**config.mk**
```make
export PLATFORM = sky130hd
export DESIGN_NAME = ctpg_top
export DESIGN_NICKNAME = d
export VERILOG_FILES = /design/src/design/ctpg_pkg.sv /design/src/design/ctpg_top.sv
export VERILOG_INCLUDE_DIRS = /design/src /design/src/design
export SDC_FILE = /design/constraint.sdc
export NUM_CORES = 1
export LEC_CHECK = 0
export BUFFER_PORTS_ARGS = -buffer_cell sky130_fd_sc_hd__buf_2
export CAP_MARGIN = 20
export CELL_PAD_IN_SITES_DETAIL_PLACEMENT = 1
export CELL_PAD_IN_SITES_GLOBAL_PLACEMENT = 2
export CORE_AREA = 2 2 228 230
export DETAILED_ROUTE_END_ITERATION = 10
export DIE_AREA = 0 0 230 232
export PLACE_DENSITY = 0.91
export SLEW_MARGIN = 20
export SYNTH_ARGS = -nofsm -noshare
export SYNTH_HDL_FRONTEND = slang
export SYNTH_SLANG_ARGS = --single-unit
export TNS_END_PERCENT = 20
```
**constraint.sdc**
```tcl
create_clock -name clk -period 10 [get_ports clk]
set_input_delay 3 -clock clk [delete_from_list [all_inputs] [get_ports clk]]
set_output_delay 3 -clock clk [all_outputs]
set_load 0.005 [all_outputs]
```
**src/design/ctpg_consts.svh**
```systemverilog
`ifndef CTPG_CONSTS_SVH
`define CTPG_CONSTS_SVH
// register map, byte wide registers on the pattern page
`define CTPG_ADDR_CTL       8'h01
`define CTPG_ADDR_CFG       8'h02
`define CTPG_ADDR_DI        8'h03
`define CTPG_ADDR_LSIZE1    8'h04
`define CTPG_ADDR_LSIZE0    8'h05
`define CTPG_ADDR_BSIZE1    8'h06
`define CTPG_ADDR_BSIZE0    8'h07
`define CTPG_ADDR_ACT1      8'h08
`define CTPG_ADDR_ACT0      8'h09
`define CTPG_ADDR_TOT1      8'h0a
`define CTPG_ADDR_TOT0      8'h0b
`define CTPG_ADDR_PD1       8'h0c
`define CTPG_ADDR_PD0       8'h0d
`define CTPG_ADDR_VBP       8'h0e
`define CTPG_ADDR_VFP       8'h0f
`define CTPG_ADDR_STAT      8'h10
`define CTPG_ADDR_FBLK      8'h11
`define CTPG_ADDR_FIX0      8'h20
// field positions
`define CTPG_CTL_EN_BIT     0
`define CTPG_CFG_FIXED_BIT  7
`define CTPG_CFG_BARS_LSB   4
`define CTPG_CFG_BARS_MSB   5
`define CTPG_FBLK_MSB       4
// csi-2 short packet codes
`define CTPG_DT_FS          6'h00
`define CTPG_DT_FE          6'h01
// reset values
`define CTPG_RST_CFG        8'h30
`define CTPG_RST_DI         8'h24
`define CTPG_RST_FBLK       5'h10
// line period unit
`define CTPG_UNIT_NS        10
`define CTPG_CLK_NS         10
`endif

```
**src/design/ctpg_pkg.sv**
```systemverilog
package ctpg_pkg;
	typedef enum logic [4:0] {
		CTPG_IDLE  = 5'b00001,
		CTPG_SHORT = 5'b00010,
		CTPG_HDR   = 5'b00100,
		CTPG_DATA  = 5'b01000,
		CTPG_WAIT  = 5'b10000
	} ctpg_state_t;
endpackage : ctpg_pkg

```
**src/design/ctpg_top.sv**
```systemverilog
// How it works
// - colour bar mode defaults to eight bars per line.
// - eight bars carry AA,33,F0,7F,55,CC,0F,80 in order, each bar-length bytes.
// - last bar stretches to fill the remaining line bytes.
// - bar count selects one, two, four or eight.
// - line length and bar length are separate programmable byte counts.
// - long packets carry programmed data type and virtual channel; short packets carry the programmed channel only.
// - active line count and total line count are programmed separately.
// - line period is programmed in 10 ns units.
// - front porch blank lines come before frame end.
// - back porch blank lines follow frame start.
// - runs on the transmit clock, emits fully formatted packets.
// - fixed mode reuses the frame and line geometry.
// - fixed mode alternates pattern and its complement per bar.
// - fixed mode repeats a block of programmable length.
// - block length up to sixteen bytes.
// - sixteen byte registers hold the fixed pattern.
// - controls sit on the pattern generator register page.
//
// Added by the designer: strobed register access and the register addresses.
`timescale 1ns/1ns
`default_nettype none
`include "ctpg_consts.svh"
module ctpg_top #(
	parameter int NBYTE = 16
) (
	input  wire logic       clk,
	input  wire logic       sys_rst,
	input  wire logic [7:0] reg_addr,
	input  wire logic [7:0] reg_wdata,
	input  wire logic       reg_wr,
	input  wire logic       reg_rd,
	output logic      [7:0] reg_rdata,
	output logic            tx_sop,
	output logic            tx_short,
	output logic      [7:0] tx_di,
	output logic     [15:0] tx_wc,
	output logic            tx_valid,
	output logic      [7:0] tx_data,
	output logic            tx_eop,
	input  wire logic       tx_ready
);
	import ctpg_pkg::*;

	localparam int PD_DIV = `CTPG_UNIT_NS / `CTPG_CLK_NS; // clocks per period unit

	logic [7:0]  ctl_reg, cfg_reg, di_reg, vbp_reg, vfp_reg;
	logic [15:0] lsize_reg, bsize_reg, act_reg, tot_reg, pd_reg;
	logic [4:0]  fblk_reg;
	logic [7:0]  fix_reg [NBYTE];
	logic [7:0]  rdata_next;
	ctpg_state_t st_reg;
	logic [15:0] line_reg, byte_reg, barpos_reg, pd_cnt_reg;
	logic [2:0]  bar_reg;
	logic [3:0]  fidx_reg;
	logic        fe_reg;
	logic        en;
	logic [2:0]  bar_last;
	logic [7:0]  bar_byte;
	logic [7:0]  pix;

	// bar fill table
	function automatic logic [7:0] ctpg_bar_val(input logic [2:0] i);
		case (i)
			3'h0: ctpg_bar_val = 8'haa;
			3'h1: ctpg_bar_val = 8'h33;
			3'h2: ctpg_bar_val = 8'hf0;
			3'h3: ctpg_bar_val = 8'h7f;
			3'h4: ctpg_bar_val = 8'h55;
			3'h5: ctpg_bar_val = 8'hcc;
			3'h6: ctpg_bar_val = 8'h0f;
			default: ctpg_bar_val = 8'h80;
		endcase
	endfunction : ctpg_bar_val

	// word register write helper
	function automatic logic [15:0] ctpg_wr16(input logic [15:0] r, input logic hi,
		input logic [7:0] d);
		ctpg_wr16 = hi ? {d, r[7:0]} : {r[15:8], d};
	endfunction : ctpg_wr16

	assign en = ctl_reg[`CTPG_CTL_EN_BIT];

	// control register writes on the pattern page
	always_ff @(posedge clk) begin
		if (sys_rst) begin
			ctl_reg   <= 8'h00;
			cfg_reg   <= `CTPG_RST_CFG;
			di_reg    <= `CTPG_RST_DI;
			lsize_reg <= 16'h0000;
			bsize_reg <= 16'h0000;
			act_reg   <= 16'h0000;
			tot_reg   <= 16'h0000;
			pd_reg    <= 16'h0000;
			vbp_reg   <= 8'h00;
			vfp_reg   <= 8'h00;
			fblk_reg  <= `CTPG_RST_FBLK;
		end else if (reg_wr) begin
			case (reg_addr)
				`CTPG_ADDR_CTL:    ctl_reg <= reg_wdata;
				`CTPG_ADDR_CFG:    cfg_reg <= reg_wdata;
				`CTPG_ADDR_DI:     di_reg <= reg_wdata;
				`CTPG_ADDR_LSIZE1: lsize_reg <= ctpg_wr16(lsize_reg, 1'b1, reg_wdata);
				`CTPG_ADDR_LSIZE0: lsize_reg <= ctpg_wr16(lsize_reg, 1'b0, reg_wdata);
				`CTPG_ADDR_BSIZE1: bsize_reg <= ctpg_wr16(bsize_reg, 1'b1, reg_wdata);
				`CTPG_ADDR_BSIZE0: bsize_reg <= ctpg_wr16(bsize_reg, 1'b0, reg_wdata);
				`CTPG_ADDR_ACT1:   act_reg <= ctpg_wr16(act_reg, 1'b1, reg_wdata);
				`CTPG_ADDR_ACT0:   act_reg <= ctpg_wr16(act_reg, 1'b0, reg_wdata);
				`CTPG_ADDR_TOT1:   tot_reg <= ctpg_wr16(tot_reg, 1'b1, reg_wdata);
				`CTPG_ADDR_TOT0:   tot_reg <= ctpg_wr16(tot_reg, 1'b0, reg_wdata);
				`CTPG_ADDR_PD1:    pd_reg <= ctpg_wr16(pd_reg, 1'b1, reg_wdata);
				`CTPG_ADDR_PD0:    pd_reg <= ctpg_wr16(pd_reg, 1'b0, reg_wdata);
				`CTPG_ADDR_VBP:    vbp_reg <= reg_wdata;
				`CTPG_ADDR_VFP:    vfp_reg <= reg_wdata;
				`CTPG_ADDR_FBLK: begin
					// clamp to sixteen bytes
					if (reg_wdata[7:`CTPG_FBLK_MSB] != 4'h0)
						fblk_reg <= `CTPG_RST_FBLK;
					else
						fblk_reg <= reg_wdata[`CTPG_FBLK_MSB:0];
				end
				default: ;
			endcase
		end
	end

	// fixed pattern byte registers
	genvar gi;
	generate
		for (gi = 0; gi < NBYTE; gi++) begin : g_fix
			always_ff @(posedge clk) begin
				if (sys_rst)
					fix_reg[gi] <= 8'h00;
				else if (reg_wr && reg_addr == 8'(`CTPG_ADDR_FIX0 + gi))
					fix_reg[gi] <= reg_wdata;
			end
		end
	endgenerate

	// read mux
	always_comb begin
		rdata_next = 8'h00;
		case (reg_addr)
			`CTPG_ADDR_CTL:    rdata_next = ctl_reg;
			`CTPG_ADDR_CFG:    rdata_next = cfg_reg;
			`CTPG_ADDR_DI:     rdata_next = di_reg;
			`CTPG_ADDR_LSIZE1: rdata_next = lsize_reg[15:8];
			`CTPG_ADDR_LSIZE0: rdata_next = lsize_reg[7:0];
			`CTPG_ADDR_BSIZE1: rdata_next = bsize_reg[15:8];
			`CTPG_ADDR_BSIZE0: rdata_next = bsize_reg[7:0];
			`CTPG_ADDR_ACT1:   rdata_next = act_reg[15:8];
			`CTPG_ADDR_ACT0:   rdata_next = act_reg[7:0];
			`CTPG_ADDR_TOT1:   rdata_next = tot_reg[15:8];
			`CTPG_ADDR_TOT0:   rdata_next = tot_reg[7:0];
			`CTPG_ADDR_PD1:    rdata_next = pd_reg[15:8];
			`CTPG_ADDR_PD0:    rdata_next = pd_reg[7:0];
			`CTPG_ADDR_VBP:    rdata_next = vbp_reg;
			`CTPG_ADDR_VFP:    rdata_next = vfp_reg;
			`CTPG_ADDR_STAT:   rdata_next = {2'b00, fe_reg, st_reg};
			`CTPG_ADDR_FBLK:   rdata_next = {3'b000, fblk_reg};
			default: begin
				if (reg_addr >= `CTPG_ADDR_FIX0 && reg_addr < 8'(`CTPG_ADDR_FIX0 + NBYTE))
					rdata_next = fix_reg[4'(reg_addr - `CTPG_ADDR_FIX0)];
			end
		endcase
	end

	// read data one cycle after the strobe
	always_ff @(posedge clk) begin
		if (sys_rst)
			reg_rdata <= 8'h00;
		else if (reg_rd)
			reg_rdata <= rdata_next;
		else
			reg_rdata <= 8'h00;
	end

	// last bar index from the bar count field
	always_comb begin
		case (cfg_reg[`CTPG_CFG_BARS_MSB:`CTPG_CFG_BARS_LSB])
			2'h0: bar_last = 3'h0;
			2'h1: bar_last = 3'h1;
			2'h2: bar_last = 3'h3;
			default: bar_last = 3'h7;
		endcase
	end

	// colour bars spread over the table, final bar always the long one
	always_comb begin
		case (bar_last)
			3'h0: bar_byte = ctpg_bar_val(3'h7);
			3'h1: bar_byte = ctpg_bar_val({bar_reg[0], 2'b11});
			3'h3: bar_byte = ctpg_bar_val({bar_reg[1:0], 1'b1});
			default: bar_byte = ctpg_bar_val(bar_reg);
		endcase
		if (cfg_reg[`CTPG_CFG_FIXED_BIT])
			pix = bar_reg[0] ? ~fix_reg[fidx_reg] : fix_reg[fidx_reg];
		else
			pix = bar_byte;
	end

	// frame sequencer; one line slot per line period
	always_ff @(posedge clk) begin
		if (sys_rst) begin
			st_reg     <= CTPG_IDLE;
			line_reg   <= 16'h0000;
			byte_reg   <= 16'h0000;
			barpos_reg <= 16'h0000;
			bar_reg    <= 3'h0;
			fidx_reg   <= 4'h0;
			pd_cnt_reg <= 16'h0000;
			fe_reg     <= 1'b0;
		end else begin
			// period counter restarts every line slot
			if (pd_cnt_reg >= 16'(pd_reg * PD_DIV) - 16'h0001 || st_reg == CTPG_IDLE)
				pd_cnt_reg <= 16'h0000;
			else
				pd_cnt_reg <= pd_cnt_reg + 16'h0001;
			case (st_reg)
				CTPG_IDLE: begin
					line_reg <= 16'h0000;
					fe_reg   <= 1'b0;
					if (en)
						st_reg <= CTPG_SHORT;
				end
				CTPG_SHORT: begin
					if (tx_ready) begin
						if (fe_reg)
							st_reg <= CTPG_WAIT;
						else if (line_reg >= 16'(vbp_reg) &&
							line_reg < 16'(vbp_reg) + act_reg)
							st_reg <= CTPG_HDR;
						else
							st_reg <= CTPG_WAIT;
					end
				end
				CTPG_HDR: begin
					byte_reg   <= 16'h0000;
					barpos_reg <= 16'h0000;
					bar_reg    <= 3'h0;
					fidx_reg   <= 4'h0;
					if (tx_ready)
						st_reg <= (lsize_reg == 16'h0000) ? CTPG_WAIT : CTPG_DATA;
				end
				CTPG_DATA: begin
					if (tx_ready) begin
						byte_reg <= byte_reg + 16'h0001;
						fidx_reg <= (5'(fidx_reg) + 5'h01 >= fblk_reg) ? 4'h0 : fidx_reg + 4'h1;
						// advance bars; last bar runs to line end
						if (barpos_reg + 16'h0001 >= bsize_reg && bar_reg != bar_last) begin
							barpos_reg <= 16'h0000;
							bar_reg    <= bar_reg + 3'h1;
						end else
							barpos_reg <= barpos_reg + 16'h0001;
						if (byte_reg + 16'h0001 >= lsize_reg)
							st_reg <= CTPG_WAIT;
					end
				end
				CTPG_WAIT: begin
					if (pd_cnt_reg >= 16'(pd_reg * PD_DIV) - 16'h0001 || pd_reg == 16'h0000) begin
						line_reg <= line_reg + 16'h0001;
						// after frame end, blank slots pad the frame to the total
						if (!en || (fe_reg && line_reg + 16'h0001 >= tot_reg)) begin
							st_reg <= CTPG_IDLE;
							fe_reg <= 1'b0;
						end else if (fe_reg)
							st_reg <= CTPG_WAIT;
						else if (line_reg + 16'h0001 ==
							16'(vbp_reg) + act_reg + 16'(vfp_reg)) begin
							fe_reg <= 1'b1;
							st_reg <= CTPG_SHORT;
						end else
							st_reg <= (line_reg + 16'h0001 >= 16'(vbp_reg) &&
								line_reg + 16'h0001 < 16'(vbp_reg) + act_reg) ?
								CTPG_HDR : CTPG_WAIT;
					end
				end
				default: st_reg <= CTPG_IDLE;
			endcase
		end
	end

	// transmitter outputs
	always_comb begin
		tx_sop   = (st_reg == CTPG_SHORT) || (st_reg == CTPG_HDR);
		tx_short = (st_reg == CTPG_SHORT);
		tx_valid = (st_reg == CTPG_DATA);
		tx_eop   = (st_reg == CTPG_DATA) && (byte_reg + 16'h0001 >= lsize_reg);
	end

	// packet header fields and data byte
	always_ff @(posedge clk) begin
		if (sys_rst) begin
			tx_di   <= 8'h00;
			tx_wc   <= 16'h0000;
			tx_data <= 8'h00;
		end else begin
			// fields are registered from the header held in this cycle and appear one cycle later, stable while stalled
			if (st_reg == CTPG_SHORT)
				tx_di <= {di_reg[7:6], fe_reg ? `CTPG_DT_FE : `CTPG_DT_FS};
			else
				tx_di <= di_reg;
			tx_wc   <= (st_reg == CTPG_SHORT) ? 16'h0000 : lsize_reg;
			tx_data <= pix;
		end
	end
endmodule : ctpg_top
`default_nettype wire

```
==> results.py <==
metrics = {
    "outcome": {
        "outcome": "finished, final reports clean",
    },
    "sta": {
        "skew_ns": 0.03197,
        "finalCriticalPeriod_ns": 6.947,
        "worst_pin_slew_ns": 1.107,
        "max_freq_ghz": 0.1439,
        "tns_ns": 0,
        "relSlewSlack": 0.2600,
        "final_hold_viol_count": 0,
        "setup_viol": 0,
        "finalCritPeriodShare": 0.6947,
        "rsz0062_at_grt": "false",
        "drv_slew": 0,
    },
    "cells_and_area": {
        "final_util": 0.4833,
        "multiInputGateArea_sq_um": 12460,
        "largest_reg_flops": 128,
        "final_common_cell": "dfxtp_1",
        "stdcell_count": 3057,
        "drive_above_1_share": 0.1241,
        "nets": 2507,
        "mostFrequentLayoutCells": "244 x dfxtp_1, 216 x a21oi_1, 208 x nand2_1",
        "regArea_sq_um": 8771,
        "diodes": 0,
        "area_delta_synth_final_pct": 11.35,
        "filler_cell_count": 5755,
    },
    "cts": {
        "cts.clk_slew.worst_paths_ns": 0.06,
        "cts.repair.resized": 0,
        "cts_htree_levels": 2,
        "numCtsBuffers": 43,
        "ctsHoldBuffers": 0,
        "clock_latency_ns": 0.61,
        "cts.sinks": 374,
        "post-cts-setup-buffer-count": 0,
        "cts_root_buf": "clkbuf_16",
        "cts-root-to-sink-buffers": 3,
        "cts_tree": "yes",
    },
    "power_and_ir_drop": {
        "power_leakage_nw": 9.119,
        "vdd_drop_max_v": 0.0001306,
        "power_density_nw_per_um2": 148.4,
    },
    "synthesis": {
        "ys_async_sr_fraction": 0,
        "yosysUniqueCellTypes": 85,
        "yosysTopAreaCellShare": 0.2230,
        "ys_seq_area_frac": 0.3971,
        "synthCells": 2338,
        "yosys.area.top_type": "dfxtp_1",
        "netlist_area_sq_um": 22080,
        "synth_edf_count": 128,
        "ys_ff_latch": 374,
        "synth_fp_nets": 2503,
        "postSynthAreaPerCell_sq_um": 9.446,
        "ys_warn_count": 0,
        "synth_area_leaders": "dfxtp_1 22%, edfxtp_1 17%, mux4_2 8.2%",
        "synth_ff_type": "dfxtp_1",
    },
    "global_routing": {
        "grt_max_degree": 88,
        "grt_use_total": 0.2818,
        "grt_pass1_wl_um": 116600,
        "antenna_found_initial": 0,
        "grt_overflow_total": 0,
        "grt_pass1_vias": 19700,
    },
    "routing": {
        "wl_met2_um": 36830,
        "drc": 0,
        "wl_per_cell_um": 24.80,
        "wl_met3_um": 4930,
        "drtPass1Iterations": 8,
        "routed_via_density": 6.154,
        "met1_length_um": 30880,
        "vias": 18810,
        "drtAntennaViolNets": 0,
        "top_layer": "met4",
        "drt_iter0_markers": 1696,
        "wirelength_um": 75820,
    },
    "critical_path": {
        "critPathCaptureType": "primary output",
        "startpoint_type": "flip-flop",
        "path_max_fanout": 6,
        "critPathKind": "flip-flop to primary output",
        "crit_arrival_ns": 3.95,
        "crit_required_ns": 7.00,
    },
    "job": {
        "cap_violations": 0,
    },
    "place": {
        "gp_congestion": 0.9384,
        "place_inst": 2977,
        "io_buffers": 64,
        "hpwl_um": 54590,
    },
    "die": {
        "start_util": 0.4340,
        "coreArea_sq_um": 50890,
        "io_pins": 65,
        "die_w_um": 230,
        "die_area_sq_um": 53360,
        "die_h_um": 232,
        "row_count": 83,
    },
    "hold_path": {
        "min_path_type": "flip-flop to flip-flop",
    },
}
## final cells by class
cell class              count  area share
clock buffers              51     0.04701
clock inverters            29     0.01984
inverters                  91     0.01399
multi-input cells        1742      0.5066
flip-flops and latches    374      0.3567
well taps                 680     0.03460
repair buffers             90     0.02132
## worst max-delay path, cell delays in order, from the launching register on
cell       delay (ns)
dfxtp_1          0.41
ha_1             0.21
nand3_1          0.13
nor2_1           0.28
and3_1           0.28
and3_1           0.26
xor2_1           0.17
ha_1             0.26
a21o_1           0.18
a2111oi_0        0.51
o211ai_1         0.17
a31oi_1          0.27
nor2_1           0.09
buf_2            0.14
## where the power goes
part           internal (W)  total (W)  switching [W]
Clock               0.00110    0.00183       0.000730
Combinational     0.0000619   0.000193       0.000131
Sequential          0.00160    0.00162      0.0000226
Total               0.00277    0.00365       0.000883
## per-layer routing
metal  track usage  vias up
li1              -     8525
met1        0.3503     9422
met2        0.4885      673
met3       0.04727      194
met4        0.1097        0
met5             0        -
## path summary, 6_finish.rpt
path / startpoint / to / slack [ns] / depth (start not counted)
worst max-delay path: byte_reg[0] / tx_eop / 3.05 / 13
worst min-delay path: tot_reg[2] / tot_reg[2] / 0.46 / 2
worst max register to register: vbp_reg[0] / st_reg[4] / 5.09 / 17
worst min register to register: tot_reg[2] / tot_reg[2] / 0.46 / 2
## Yosys cell counts, drive strengths merged, types with 23 or more instances
master / instances
dfxtp: 246
xor2: 42
edfxtp: 128
nor2b: 24
nand4: 30
a21oi: 218
nand3: 177
xnor2: 63
o21ai: 56
nor3: 43
a22oi: 37
a21o: 40
and2: 149
nand2: 208
a221oi: 24
ha: 142
mux4: 80
or2: 23
nor2: 142
clkbuf: 110
nand2b: 23
and3: 30
inv: 90
## cell families (layout without fill, tap and decap cells)
family	count (synthesis)	count (layout)	synth area share
and+or+nand+nor	909	909	0.2095
AOI/OAI and AO/OA	497	497	0.1429
DFF	374	374	0.3971
buffers and inverters	222	261	0.03989
adders and majority gates	144	144	0.08227
xor gates and xnor gates	106	106	0.04397
muxes	86	86	0.08442
## per-stage QoR
step / total power (W) / hold slack [ns] / worst slack (ns) / instance area (sq um)
after CTS: 0.003661 / 0.4636 / 3.051 / 24580
after global routing: 0.003737 / 0.4907 / 2.788 / 24590
after detailed placement: 0.001843 / 0.4555 / 3.695 / 22930
after global placement: 0.001832 / 0.4424 / 3.884 / 22930
after floorplan: 0.001763 / 0.4359 / 4.339 / 22080
final: 0.003649 / 0.4610 / 3.053 / 24590
No activity file was read; power rests on OpenSTA's default activity.
